===== src/pkg/fpsk_defs.vh =====
// register offsets, field positions, reset values and key codes of the flash select/key block
`ifndef FPSK_DEFS_VH
`define FPSK_DEFS_VH

`define FPSK_OFF_PROG_SEL 12'h000
`define FPSK_OFF_ERASE_SEL 12'h004
`define FPSK_OFF_KEY 12'h008
`define FPSK_OFF_ARRAY_SEL 12'h00c
`define FPSK_OFF_CODE_CTRL 12'h010
`define FPSK_OFF_STATUS 12'h014

`define FPSK_ROUTINE_BIT 0
`define FPSK_DL_REQ_BIT 0
`define FPSK_ST_DL_ENABLE_BIT 0
`define FPSK_ST_PE_ENABLE_BIT 1
`define FPSK_ST_USER_BOOT_BIT 2

`define FPSK_KEY_RESET 8'h00
`define FPSK_KEY_DOWNLOAD 8'ha5
`define FPSK_KEY_PROG_ERASE 8'h5a
`define FPSK_ARRAY_USER_BOOT 8'haa
`define FPSK_ARRAY_USER 8'h00
`define FPSK_SEL_RESET 8'h00

`define FPSK_MODE_USER_PROG 2'h0
`define FPSK_MODE_BOOT 2'h1
`define FPSK_MODE_PROGRAMMER 2'h2
`define FPSK_MODE_USER_BOOT 2'h3

`define FPSK_MODE_SETTLE 2'h2

`endif


===== src/design/fpsk_flash_select_key.v =====
// flash routine select, unlock key and memory array select registers on ahb-lite
`timescale 1ns/1ps
`include "fpsk_defs.vh"

module fpsk_flash_select_key (
    // ahb-lite slave
    input wire hclk,
    input wire hresetn,
    input wire hsel,
    input wire [31:0] haddr,
    input wire [1:0] htrans,
    input wire hwrite,
    input wire [2:0] hsize,
    input wire [31:0] hwdata,
    input wire hready,
    output wire hreadyout,
    output wire hresp,
    output reg [31:0] hrdata,
    // operating mode straps, from pins
    input wire [1:0] boot_mode,
    // download engine
    input wire download_done,
    output wire download_request,
    output wire program_routine_bit,
    output wire erase_routine_bit,
    // flash array control
    output wire prog_erase_enable,
    output wire user_boot_selected
);

    reg [1:0] mode_meta_reg;
    reg [1:0] mode_sync_reg;
    reg [1:0] mode_reg;
    reg mode_captured_reg;
    reg array_init_reg;
    reg [7:0] key_reg;
    reg [7:0] array_sel_reg;
    reg prog_sel_reg;
    reg erase_sel_reg;
    reg dl_req_reg;
    reg wr_pending_reg;
    reg [11:0] wr_addr_reg;
    wire wr_req;
    wire rd_req;
    wire [7:0] wbyte;
    wire dl_set_ok;
    wire boot_sel_allowed;
    reg [31:0] rdata_next;
    reg [1:0] settle_reg;
    reg [1:0] settle_next;
    reg [1:0] mode_next;
    reg mode_captured_next;
    reg array_init_next;
    reg [7:0] key_next;
    reg [7:0] array_sel_next;
    reg prog_sel_next;
    reg erase_sel_next;
    reg dl_req_next;
    reg wr_pending_next;
    reg [11:0] wr_addr_next;
    reg [31:0] hrdata_next;
    wire wr_prog;
    wire wr_erase;
    wire wr_key;
    wire wr_array;
    wire wr_code;
    wire settled;
    wire [7:0] array_reset_value;
    wire [7:0] array_write_value;
    wire boot_value_written;
    wire [31:0] status_word;

    function sel_hit;
        input [11:0] addr;
        input [11:0] off;
        begin
            sel_hit = (addr == off);
        end
    endfunction

    // the same key comparison gates two separate permissions
    function key_match;
        input [7:0] key;
        input [7:0] code;
        begin
            key_match = (key == code);
        end
    endfunction

    function [31:0] zext_byte;
        input [7:0] value;
        begin
            zext_byte = {24'h00_0000, value};
        end
    endfunction

    // one routine select bit; a completing download beats a software write
    function routine_next;
        input current;
        input wr_hit;
        input wr_bit;
        input done;
        begin
            if (done) begin
                routine_next = 1'b0;
            end else if (wr_hit) begin
                routine_next = wr_bit;
            end else begin
                routine_next = current;
            end
        end
    endfunction

    function [7:0] array_value_for_mode;
        input [1:0] mode;
        begin
            case (mode)
                `FPSK_MODE_USER_BOOT: array_value_for_mode = `FPSK_ARRAY_USER_BOOT;
                default: array_value_for_mode = `FPSK_ARRAY_USER;
            endcase
        end
    endfunction

    function [31:0] status_pack;
        input dl;
        input pe;
        input ub;
        begin
            status_pack = 32'h0000_0000;
            status_pack[`FPSK_ST_DL_ENABLE_BIT] = dl;
            status_pack[`FPSK_ST_PE_ENABLE_BIT] = pe;
            status_pack[`FPSK_ST_USER_BOOT_BIT] = ub;
        end
    endfunction

    assign hreadyout = 1'b1;
    assign hresp = 1'b0;
    assign wr_req = hsel && hready && htrans[1] && hwrite;
    assign rd_req = hsel && hready && htrans[1] && !hwrite;
    assign wbyte = hwdata[7:0];

    // straps pass two flops before use; only the second stage feeds logic
    always @(posedge hclk or negedge hresetn) begin
        if (!hresetn) begin
            mode_meta_reg <= 2'h0;
            mode_sync_reg <= 2'h0;
        end else begin
            mode_meta_reg <= boot_mode;
            mode_sync_reg <= mode_meta_reg;
        end
    end

    // mode is latched once the strap has crossed both sync stages; the
    // array select reset value depends on it, so it cannot be an async
    // reset constant. straps must stay steady for the first few cycles.
    assign settled = (settle_reg == `FPSK_MODE_SETTLE);

    always @* begin
        settle_next = settle_reg;
        mode_next = mode_reg;
        mode_captured_next = mode_captured_reg;
        array_init_next = 1'b0;
        if (!settled) begin
            settle_next = settle_reg + 2'h1;
        end else if (!mode_captured_reg) begin
            mode_next = mode_sync_reg;
            mode_captured_next = 1'b1;
            array_init_next = 1'b1;
        end
    end

    always @(posedge hclk or negedge hresetn) begin
        if (!hresetn) begin
            settle_reg <= 2'h0;
            mode_reg <= `FPSK_MODE_USER_PROG;
            mode_captured_reg <= 1'b0;
            array_init_reg <= 1'b0;
        end else begin
            settle_reg <= settle_next;
            mode_reg <= mode_next;
            mode_captured_reg <= mode_captured_next;
            array_init_reg <= array_init_next;
        end
    end

    assign boot_sel_allowed = (mode_reg == `FPSK_MODE_BOOT) ||
                              (mode_reg == `FPSK_MODE_PROGRAMMER) ||
                              (mode_reg == `FPSK_MODE_USER_BOOT);
    assign dl_set_ok = key_match(key_reg, `FPSK_KEY_DOWNLOAD);

    // the address phase is held for the data phase, where hwdata stands
    always @* begin
        wr_pending_next = wr_req;
        wr_addr_next = wr_addr_reg;
        if (wr_req) begin
            wr_addr_next = haddr[11:0];
        end
    end

    always @(posedge hclk or negedge hresetn) begin
        if (!hresetn) begin
            wr_pending_reg <= 1'b0;
            wr_addr_reg <= 12'h000;
        end else begin
            wr_pending_reg <= wr_pending_next;
            wr_addr_reg <= wr_addr_next;
        end
    end

    assign wr_prog = wr_pending_reg && sel_hit(wr_addr_reg, `FPSK_OFF_PROG_SEL);
    assign wr_erase = wr_pending_reg && sel_hit(wr_addr_reg, `FPSK_OFF_ERASE_SEL);
    assign wr_key = wr_pending_reg && sel_hit(wr_addr_reg, `FPSK_OFF_KEY);
    assign wr_array = wr_pending_reg && sel_hit(wr_addr_reg, `FPSK_OFF_ARRAY_SEL);
    assign wr_code = wr_pending_reg && sel_hit(wr_addr_reg, `FPSK_OFF_CODE_CTRL);

    // any byte is stored; only the two codes carry meaning
    always @* begin
        key_next = key_reg;
        if (wr_key) begin
            key_next = wbyte;
        end
    end

    assign array_reset_value = array_value_for_mode(mode_reg);
    assign boot_value_written = (wbyte == `FPSK_ARRAY_USER_BOOT);
    // user-boot value refused in user programming mode; stores the user array
    assign array_write_value = (boot_value_written && !boot_sel_allowed) ?
                               `FPSK_ARRAY_USER : wbyte;

    // a write in the load cycle wins; a write landing before that cycle is overwritten by the load
    always @* begin
        array_sel_next = array_sel_reg;
        if (array_init_reg) begin
            array_sel_next = array_reset_value;
        end
        if (wr_array) begin
            array_sel_next = array_write_value;
        end
    end

    // only bit 0 of each routine select is stored; bits 7..1 read zero
    always @* begin
        prog_sel_next = routine_next(prog_sel_reg, wr_prog,
                                     wbyte[`FPSK_ROUTINE_BIT], download_done);
        erase_sel_next = routine_next(erase_sel_reg, wr_erase,
                                      wbyte[`FPSK_ROUTINE_BIT], download_done);
    end

    // completion wins over a same-cycle request write
    always @* begin
        dl_req_next = dl_req_reg;
        if (download_done) begin
            dl_req_next = 1'b0;
        end else if (wr_code && wbyte[`FPSK_DL_REQ_BIT] && dl_set_ok) begin
            dl_req_next = 1'b1;
        end
    end

    always @(posedge hclk or negedge hresetn) begin
        if (!hresetn) begin
            key_reg <= `FPSK_KEY_RESET;
        end else begin
            key_reg <= key_next;
        end
    end

    always @(posedge hclk or negedge hresetn) begin
        if (!hresetn) begin
            array_sel_reg <= `FPSK_ARRAY_USER;
        end else begin
            array_sel_reg <= array_sel_next;
        end
    end

    always @(posedge hclk or negedge hresetn) begin
        if (!hresetn) begin
            prog_sel_reg <= 1'b0;
        end else begin
            prog_sel_reg <= prog_sel_next;
        end
    end

    always @(posedge hclk or negedge hresetn) begin
        if (!hresetn) begin
            erase_sel_reg <= 1'b0;
        end else begin
            erase_sel_reg <= erase_sel_next;
        end
    end

    always @(posedge hclk or negedge hresetn) begin
        if (!hresetn) begin
            dl_req_reg <= 1'b0;
        end else begin
            dl_req_reg <= dl_req_next;
        end
    end

    // request bit is write-only and reads zero; its state shows in status
    assign status_word = status_pack(dl_req_reg, prog_erase_enable, user_boot_selected);

    always @* begin
        rdata_next = 32'h0000_0000;
        case (haddr[11:0])
            `FPSK_OFF_PROG_SEL: rdata_next = {31'h0000_0000, prog_sel_reg};
            `FPSK_OFF_ERASE_SEL: rdata_next = {31'h0000_0000, erase_sel_reg};
            `FPSK_OFF_KEY: rdata_next = zext_byte(key_reg);
            `FPSK_OFF_ARRAY_SEL: rdata_next = zext_byte(array_sel_reg);
            `FPSK_OFF_STATUS: rdata_next = status_word;
            default: rdata_next = 32'h0000_0000;
        endcase
    end

    // read data is captured at the address edge and stands until the next read
    always @* begin
        hrdata_next = hrdata;
        if (rd_req) begin
            hrdata_next = rdata_next;
        end
    end

    always @(posedge hclk or negedge hresetn) begin
        if (!hresetn) begin
            hrdata <= 32'h0000_0000;
        end else begin
            hrdata <= hrdata_next;
        end
    end

    assign download_request = dl_req_reg;
    assign program_routine_bit = prog_sel_reg;
    assign erase_routine_bit = erase_sel_reg;
    assign prog_erase_enable = key_match(key_reg, `FPSK_KEY_PROG_ERASE);
    assign user_boot_selected = (array_sel_reg == `FPSK_ARRAY_USER_BOOT);

endmodule // fpsk_flash_select_key


===== config.mk =====
export PLATFORM = sky130hd
export DESIGN_NAME = fpsk_flash_select_key
export DESIGN_NICKNAME = d
export VERILOG_FILES = /design/src/design/fpsk_flash_select_key.v
export VERILOG_INCLUDE_DIRS = /design/src /design/src/pkg
export SDC_FILE = /design/constraint.sdc
export NUM_CORES = 1
export LEC_CHECK = 0
export CORE_MARGIN = 4
export CORE_UTILIZATION = 55
export CTS_BUF_LIST = sky130_fd_sc_hd__clkbuf_4 sky130_fd_sc_hd__clkbuf_8 sky130_fd_sc_hd__clkbuf_16
export DETAILED_ROUTE_END_ITERATION = 6
export DONT_BUFFER_PORTS = 1
export PLACE_DENSITY = 0.68
export SYNTH_ARGS = -nofsm -noshare
export SYNTH_HDL_FRONTEND = slang
export SYNTH_SLANG_ARGS = --single-unit

===== constraint.sdc =====
create_clock -name hclk -period 4.5 [get_ports hclk]
set_clock_uncertainty 0.2 [all_clocks]
set_input_delay 0.9 -clock hclk [delete_from_list [all_inputs] [get_ports hclk]]
set_output_delay 0.9 -clock hclk [all_outputs]
set_load 0.02 [all_outputs]

After elaboration in Yosys (flattened, before gate mapping):

Cells that the tools add are included.
Widths: inputs -> output; s select.

* register bits: 74
* output and inout bits: 39
* logic and storage cells: 68

* add/subtract/negate cells: 1
* equal/unequal tests: 16
* multiplexer cells: 13
* bitwise logic cells: 1
* reduce and logical (&&, ||, !) cells: 23

Operators by type and width (number)
* $eq 12x4->1 const B: 4
* $pmux 8 s5: 1
* $mux 8: 4
* $eq 12x3->1 const B: 2
* $eq 12x5->1 const B: 2
* $eq 8x8->1 const B: 3
* $logic_not 12->1: 2
* $logic_and 1x1->1: 12
* $eq 8x7->1 const B: 1
* $mux 1: 8
* $reduce_bool 2->1: 4
* $eq 2x2->1 const B: 3
* $add 2x1->2 const B: 1
* $eq 2x1->1 const B: 1
* $logic_not 1->1: 2
* $logic_or 1x1->1: 2
* $reduce_and 2->1: 1
* $not 1->1: 1

Longest topological paths before layout:

Gate-level depths: netlist (run 1).

* depth in word-level cells: 7
* gate-level depth with buffers: 5

Least setup slack after synthesis (run 1):

OpenSTA, ideal clock, no wires.

* kind: register -> output
* from: register array_sel_reg[0]
* to: output port user_boot_selected
* arrival: 1.207 ns
* required time: 3.400 ns
* path slack: 2.193 ns
* stages on the path, launching flop included: 3
* path buffers: 0
* cells stage by stage: dfrtp_1 > or4_1 > nor2_1

* word-level cells in the longest chain between the ends: 1

Ends and longest elaborated chain
* start, declared: RTL line fpsk_flash_select_key.v:37 `reg [7:0] array_sel_reg;`
* start signal, assigned: RTL line fpsk_flash_select_key.v:269 `` array_sel_reg <= `FPSK_ARRAY_USER; ``
* start signal, assigned: RTL line fpsk_flash_select_key.v:271 `array_sel_reg <= array_sel_next;`
* $eq 8x8->1 (no line)
* end, declared: RTL line fpsk_flash_select_key.v:28 `output wire user_boot_selected`

No other way between the ends.

Final worst setup path (run 1):

* from: register key_reg[7]
* to: output port prog_erase_enable

* word-level cells in the longest chain between the ends: 1

Ends and longest elaborated chain
* start, declared: RTL line fpsk_flash_select_key.v:36 `reg [7:0] key_reg;`
* start signal, assigned: RTL line fpsk_flash_select_key.v:261 `` key_reg <= `FPSK_KEY_RESET; ``
* start signal, assigned: RTL line fpsk_flash_select_key.v:263 `key_reg <= key_next;`
* $eq 8x7->1: RTL line fpsk_flash_select_key.v:86 `key_match = (key == code);`
* end, declared: RTL line fpsk_flash_select_key.v:27 `output wire prog_erase_enable,`

No other way between the ends.

==> results.md, run 1 <==
- The number of violations of the max-capacitance limit is 0.
- Setup total negative slack on the finished layout was measured at 0 ps.
- CTS saw 50 sinks.
- The worst reg2reg path startpoint is key_reg[7].
- Summed over all cells, the static leakage comes to 1.18 nW.
- For flop-to-flop paths, the worst setup slack is 2600 ps.
- After synthesis, the share of cell area in mux cells is 9.17%.
- The cell area reported after detailed placement is 2380 um2.
- The count of cells resized by post-cts repair is 0.
- The count of flip-flops with a built-in enable after synthesis is 0.
- The element type at the critical path end is a primary output.
- The congestion estimate from routability-driven global placement came to 0.771.
- CTS built an H-tree with a depth of 2.
- TritonCTS built the clock tree.
- The total global routing track utilization is 17.5%.
- 0 antenna diodes ended up in the layout.
- The flow ran to the end, and the final reports show no timing, DRC or antenna violations.
- The worst register-to-register path ends at hrdata[1].
- The critical path crosses 2 cells after its start point.
- Once the clock tree was built, the setup fixing pass inserted 0 buffers.
- Dividing total power by cell area gives a power density of 365 nW/um2.
- The worst slew margin relative to its limit is 59.7%.
- The highest clock frequency the design can meet is 0.363 GHz.
- After synthesis, the largest family of logic cells by area is simple AND/OR/NAND/NOR gates.
- Using the TritonRoute via totals, the vias-per-cell ratio works out to 5.49.
- The largest single stage delay on the critical path is 500 ps.
- The most frequently used flop master after synthesis is sky130_fd_sc_hd__dfrtp_1.
- After Yosys synthesis, and, or, nand and nor cells account for 21.7% of the synthesized area.
- The number of antenna violations at the first check in global routing is 0.
- The number of buffers and inverters on the critical path is 0.
- For the worst flop-to-flop path, the logic depth is 4.
- The transition time of the tightest slew-check pin is 603 ps.
- The later pin in the worst-skew pair is clocked with a latency of 300 ps.
- The XOR/XNOR share of the synthesized area is 0.358%.
- The effective utilization at floorplan is 59.0%.
- The pin count of the biggest net entering global routing is 51.
- The first-pass detailed-route iteration total is 4.
- The vias after detailed routing is 1559.
- Clock-pin slew was measured on the worst setup and hold paths at 90 ps.
- Setup repair after global routing left no endpoint under its margin.
- The total non-filler cell area in the finished layout is 2490 um2.
- The design draws 0.910 mW.
- In the final routed layout, each cell accounts on average for 15.9 um.
- During I/O placement, the number of pins put on the boundary was 116.
- The total of endpoints with negative setup slack in the final report is 0.
- Synthesis handed over a netlist of 232 instances.
- Cells with a size suffix above 1 make up 11.5% of the layout.
- The commonest cells after synthesis are sky130_fd_sc_hd__nand2_1 (52), sky130_fd_sc_hd__dfrtp_1 (50), sky130_fd_sc_hd__buf_4 (27), sky130_fd_sc_hd__o21ai_0 (13), sky130_fd_sc_hd__mux2_2 (11).
- The path class of the tightest hold or removal check is in2async.
- By area the synthesized netlist is led by sky130_fd_sc_hd__dfrtp_1 (51%), sky130_fd_sc_hd__buf_4 (8.3%), sky130_fd_sc_hd__nand2_1 (8.0%).
- Counting distinct cell types in the post-synthesis netlist gives 40.
- Measured along the y axis, the die boundary spans 74.7 um.
- The number of buffers inserted for hold repair after clock tree synthesis is 0.
- The region available for standard cell placement spans 4140 um2.
- The buffer type at the clock tree root is sky130_fd_sc_hd__clkbuf_8.
- The time the final worst path needs with I/O delays and setup is 2760 ps.
- The die outline width is 74.7 um.
- The number of buffers inserted during clock tree synthesis is 5.
- The cell with the most instances after synthesis is sky130_fd_sc_hd__nand2_1.
- Along the worst path, the maximum fanout reaches 4.
- The via count of the first global-routing pass is 1534.
- The type of the setup path with the least slack is reg2out.
- Once detailed placement completed, the half-perimeter wirelength came to 3400 um.
- Counting flops with an async set or reset pin after synthesis yields a share of 100%.
- Global routing finished with a remaining overflow of 0.
- The number of slew-limit violations in the final report was 0.
- The critical path data required time is 3400 ps.
- The detailed-route wire length is 4510 um.
- The flip-flop and latch count after synthesis is 50.
- The critical path launch point type is a flop.
- The period utilization is 61.2%.
- The number of nets in the layout is 311.
- The peak ir drop on the vdd network is 0.270 mV.
- After Yosys synthesis, full adders, half adders and majority gates account for 0.512% of the synthesized area.
- The wire length of the first global-routing pass is 7290 um.
- For this run, the number of Yosys warnings is 0.
- The total of buffers placed on input and output ports is 0.
- Of the synthesized area, sequential elements account for 51.2%.
- The synthesized design devotes to its leading area cell type 51.2% of total area.
- Walking the worst path, the cells encountered are or4bb_1 > nor2_1.
- The die covers 5570 um2.
- The number of placement rows is 23.
- The netlist area before placement is 2440 um2.
- The most area-hungry cell type in the Yosys netlist is sky130_fd_sc_hd__dfrtp_1.
- The deepest clock path buffer count is 2.
- The violation count after the first detailed-route iteration is 63.
- Averaged over all synthesized cells, the footprint is 10.5 um2.
- After detailed routing, the number of remaining DRC violations is 0.
- The area growth from synthesis to layout is 2.10%.
- The flip-flop count of the largest register after layout is 12.
- The detail route stage leaves a number of antenna-violating nets equal to 0.
- The data arrival at the endpoint of the critical path is 1660 ps.
- Broken down by cell family, the worst path's largest delay share belongs to simple AND/OR/NAND/NOR gates.
- Among all stages on the critical path, the largest delay is contributed by sky130_fd_sc_hd__or4bb_1.
- The complex-gate fraction of the synthesized area is 7.37%.
- The count of endpoints failing hold in the final timing report was 0.
[logic make-up after synthesis]
group           Yosys count
compound gates           28
other cells               2
flops                    50
fa+ha+maj                 1
buf+inv                  34
mux                      21
simple gates             95
xor+xnor                  1
[power breakdown]
part	internal [mW]	switching [mW]	leakage, nW
Clock	0.165	0.150	0.0504
Combinational	0.0336	0.0478	0.497
Sequential	0.480	0.0331	0.634
Total	0.679	0.231	1.18
[per-layer routing]
layer | routed length [um] | GRT usage [%] | vias up
met1 | 2060 | 24.0 | 754
met3 | 356 | 5.61 | 5
met4 | 55 | 5.93 | 0
met5 | 0 | 0 | -
li1 | - | - | 754
met2 | 2050 | 26.6 | 46
[area by class of cell]
type / count / area (um2)
multi-input combinational: 172 / 1050
clock inverter: 3 / 45.0
fill: 343 / 1650
sequential: 50 / 1250
tap: 50 / 62.6
clock buffer: 5 / 68.8
inverter: 4 / 15.0
[worst reg2reg max path: stages, from the launching register on]
cell	delay (ps)
sky130_fd_sc_hd__dfrtp_1	420
sky130_fd_sc_hd__or4bb_1	500
sky130_fd_sc_hd__nor2_1	430
sky130_fd_sc_hd__a31oi_1	160
sky130_fd_sc_hd__o21ai_1	130
[worst max-delay path by stage]
| stage | start | to | slack (ps) |
|---|---|---|---|
| global route | key_reg[7] | prog_erase_enable | 1680 |
| floorplan | array_sel_reg[0] | user_boot_selected | 2190 |
| global placement | key_reg[7] | prog_erase_enable | 2090 |
| detailed placement | key_reg[7] | prog_erase_enable | 2090 |
| finish | key_reg[7] | prog_erase_enable | 1740 |
| CTS | key_reg[7] | prog_erase_enable | 1730 |
[through the flow]
stage                     hold slack, ps  std cells  util (%)  setup WS (ps)
after floorplan                      131        256         -           2190
after global placement               135        276      57.5           2090
after detailed placement             140        276      57.5           2090
after CTS                           63.2        284      60.2           1730
after global routing                55.6        284      60.2           1680
final                               79.6        284      60.2           1740
[layout by cell type (no fill, tap or decap), types with 2 or more instances in the layout]
master,netlist,routed
sky130_fd_sc_hd__or4bb_1,2,2
sky130_fd_sc_hd__dfrtp_1,50,50
sky130_fd_sc_hd__nor2_1,9,9
sky130_fd_sc_hd__clkbuf_8,0,5
sky130_fd_sc_hd__and4_1,2,2
sky130_fd_sc_hd__nor4_1,2,2
sky130_fd_sc_hd__nand2_1,52,52
sky130_fd_sc_hd__a31oi_1,3,3
sky130_fd_sc_hd__mux2_2,11,11
sky130_fd_sc_hd__o2bb2ai_1,4,4
sky130_fd_sc_hd__nor4bb_1,2,2
sky130_fd_sc_hd__clkinvlp_4,0,2
sky130_fd_sc_hd__nor3_1,3,3
sky130_fd_sc_hd__inv_1,4,4
sky130_fd_sc_hd__conb_1,2,26
sky130_fd_sc_hd__mux2i_1,10,10
sky130_fd_sc_hd__nor4_4,2,2
sky130_fd_sc_hd__nor2b_1,5,5
sky130_fd_sc_hd__nand4_1,4,4
sky130_fd_sc_hd__a21oi_1,4,4
sky130_fd_sc_hd__o21ai_0,13,13
(Power assumes the default switching activity.)
==> run 2, diff against run 1 <==
--- a/config.mk
+++ b/config.mk
@@ -11,7 +11,7 @@
 export CTS_BUF_LIST = sky130_fd_sc_hd__clkbuf_4 sky130_fd_sc_hd__clkbuf_8 sky130_fd_sc_hd__clkbuf_16
 export DETAILED_ROUTE_END_ITERATION = 6
 export DONT_BUFFER_PORTS = 1
-export PLACE_DENSITY = 0.68
+export PLACE_DENSITY = 0.71
 export SYNTH_ARGS = -nofsm -noshare
 export SYNTH_HDL_FRONTEND = slang
 export SYNTH_SLANG_ARGS = --single-unit
==> constraint.sdc (replaced) <==
create_clock -name hclk -period 2.3 [get_ports hclk]
set_clock_uncertainty 0.2 [all_clocks]
set_input_delay 0.46 -clock hclk [delete_from_list [all_inputs] [get_ports hclk]]
set_output_delay 0.46 -clock hclk [all_outputs]
set_load 0.02 [all_outputs]
==> run 2 against run 1 <==
Critical path depth rose by 1. Via count did not move. First-iteration DRC count rose by 33%. Register-to-register slack got worse by 2100 ps. Core utilization rose by 2.0 points. Cell count rose by 3.2%. Sequential power rose by 95%. Non-clock buffer count rose by 9. Power rose by 88%. Largest cell class unchanged.
==> results.md, run 2 (same netlist as run 1, synthesis figures left out) <==
- The run finished with clean final reports.
- The first-pass detailed-route iteration total is 4 (unchanged).
- The endpoint with the worst hold slack is wr_addr_reg[6].
- The worst slew margin relative to its limit was 66.1% (+6.5 points).
- The TritonCTS clock tree is built.
- The switching share of power was 26.6% (+1.2 points).
- The transition time of the tightest slew-check pin is 501 ps (-102 ps).
- The residual DRC count was 0 (unchanged).
- The count of endpoints failing hold in the final timing report is 0 (unchanged).
- By startpoint and endpoint, the worst setup path is classified as reg2out.
- Setup repair after global routing left no endpoint under its margin.
- The critical path launch point type is a flop.
- The total non-filler cell area in the finished layout is 2580 um2 (+3.3%).
- The number of cells on the worst reg-to-reg path is 4 (unchanged).
- The clock sink count came to 50 (unchanged).
- The cell area reported after detailed placement was 2400 um2 (+0.95%).
- The largest fanout on the critical path is 4 (unchanged).
- The height of the die is 74.7 um (unchanged).
- The number of placement rows came to 23 (unchanged).
- The total of endpoints with negative setup slack in the final report came to 0 (unchanged).
- The floorplan die area is 5570 um2 (unchanged).
- The clock transition time at the flip-flop clock pins of the worst setup and hold paths is 90 ps (about the same).
- The effective utilization at floorplan is 59.0% (unchanged).
- The area growth from synthesis to layout is 5.43%.
- The overall overflow remaining after global route is 0 (unchanged).
- The pin count of the biggest net entering global routing is 51 (unchanged).
- The element type at the critical path end is a primary output.
- The startpoint of the most critical setup path is key_reg[7].
- The flip-flop count of the largest register after layout came to 12 (unchanged).
- The number of antenna diodes was 0 (unchanged).
- The power per cell area was 665 nW/um2 (+82%).
- The detailed-route wire length is 4430 um (-1.9%).
- The classification of the worst-slack hold path is in2reg.
- The wire length of the first global-routing pass is 7600 um (+4.2%).
- The number of nets in the layout is 320 (+2.9%).
- The register-to-register path setup slack is 470 ps (-2130 ps).
- The vias after detailed routing is 1559 (unchanged).
- The final RePlAce weighted congestion came to 0.761 (-1.3%).
- The peak ir drop on the vdd network is 0.498 mV (+84%).
- The tree is rooted in a sky130_fd_sc_hd__clkbuf_8.
- The total global routing track utilization is 18.2% (+0.61 points).
- Leaving out fill and tap cells, the most frequent cells in the layout are sky130_fd_sc_hd__nand2_1 (52), sky130_fd_sc_hd__dfrtp_1 (50), sky130_fd_sc_hd__conb_1 (26), sky130_fd_sc_hd__o21ai_0 (13), sky130_fd_sc_hd__mux2_2 (11).
- The number of slew-limit violations in the final report is 0 (unchanged).
- The number of routed nets with antenna violations is 0 (unchanged).
- The number of violations of the max-capacitance limit was 0 (unchanged).
- The detail-routed via count per cell came to 5.32 (-3.1%).
- The critical path data required time came to 1640 ps (-1760 ps).
- The die outline width is 74.7 um (unchanged).
- The switching power total came to 0.455 mW (+97%).
- In this run the most critical hold path is launched from haddr[6].
- The leakage power total is 1.23 nW (+3.9%).
- The via count of the first global-routing pass is 1584 (+3.3%).
- The number of buffers inserted during clock tree synthesis is 5 (unchanged).
- The fraction of power consumed by the clock network is 30.5% (-4.2 points).
- The data arrival at the endpoint of the critical path is 1510 ps (-150 ps).
- The number of antenna violations at the first check in global routing is 0 (unchanged).
- The number of instances on the worst hold path is 2.
- The count of boundary I/O pins is 116 (unchanged).
- The insertion delay to the later sink of the worst-skew pair is 300 ps (about the same).
- The deepest clock path buffer count is 2 (unchanged).
- The sum of net half-perimeters after detailed placement is 3310 um (-2.5%).
- The count of cells resized by post-cts repair is 0 (unchanged).
- The endpoint identified for the worst register-to-register timing path is array_sel_reg[5].
- The standard cell core area is 4140 um2 (unchanged).
- The sequential cell fraction of total power came to 58.5% (+2.1 points).
- The internal power is 1.26 mW (+85%).
- The routed wire length per instance came to 15.1 um (-4.9%).
- The part of the total power dissipated in combinational logic is 11.0% (+2.1 points).
- The number of H-tree levels is 2 (unchanged).
- The period utilization is 94.1%.
- The number of buffers inserted to repair setup after CTS is 0 (unchanged).
- The time the final worst path needs with I/O delays and setup is 2170 ps.
- The total of buffers placed on input and output ports came to 0 (unchanged).
- The setup total negative slack came to 0 ps (unchanged).
- The layout cell share with drive strength beyond 1 was 12.8% (+1.2 points).
- The most common cell after layout, fill and taps aside is sky130_fd_sc_hd__nand2_1.
- Based on the critical path, the design can be clocked at up to 0.462 GHz.
- The worst reg2reg path startpoint is wr_addr_reg[9].
- The violation count after the first detailed-route iteration is 84 (+33%).
[run 2: per-stage QoR]
step	cells	hold slack, ps	setup slack, ps	total power [mW]	utilization [%]
2_1_floorplan	256	-35.6	433	1.18	-
3_3_place_gp	279	-34.6	475	1.17	58.0
3_5_place_dp	279	-34.6	468	1.18	58.0
4_1_cts	292	0.753	133	1.73	61.9
5_1_grt	293	58.5	27.8	1.80	62.2
6_report	293	61.8	135	1.71	62.2
[run 2: worst max-delay path by stage]
| stage | cells past startpoint | to | slack, ps |
|---|---|---|---|
| 2_1_floorplan | 2 | user_boot_selected | 430 |
| 3_3_place_gp | 3 | prog_erase_enable | 470 |
| 3_5_place_dp | 4 | hrdata[6] | 470 |
| 4_1_cts | 3 | prog_erase_enable | 130 |
| 5_1_grt | 3 | prog_erase_enable | 30 |
| 6_report | 3 | prog_erase_enable | 130 |
[run 2: what timing repair did]
action	in CTS	in global routing
endpoints found under the hold margin	54	1
endpoints found under the setup margin	0	0
hold buffers	5	1
[run 2: power groups by stage]
stage                     combinational (mW)  sequential, mW  clock, mW
after global routing                   0.216            1.01      0.575
after global placement                 0.156            1.02          0
after CTS                              0.189            1.00      0.539
after detailed placement               0.160            1.02          0
final                                  0.189            1.00      0.523
after floorplan                        0.179            1.00          0
[run 2: metal layers]
metal	GRT usage, %	up-vias	share of wire [%]
met4	6.92	0	1.3
li1	-	766	-
met2	28.1	44	48
met5	0	-	0
met1	24.1	744	43
met3	5.74	5	7.6
[run 2: critical path, cell delays in order, from the launching register on]
cell                      delay, ps
sky130_fd_sc_hd__dfrtp_1        410
sky130_fd_sc_hd__or4bb_1        500
sky130_fd_sc_hd__nor2_1         130
sky130_fd_sc_hd__buf_4          160
[run 2: area by class of cell]
type                    count  area, um2
fillers                   372       1570
flip-flops and latches     50       1250
inverters                   4       15.0
well taps                  50       62.6
multi-input cells         172       1050
repair buffers              9        100
clock inverters             2       12.5
clock buffers               6       82.6
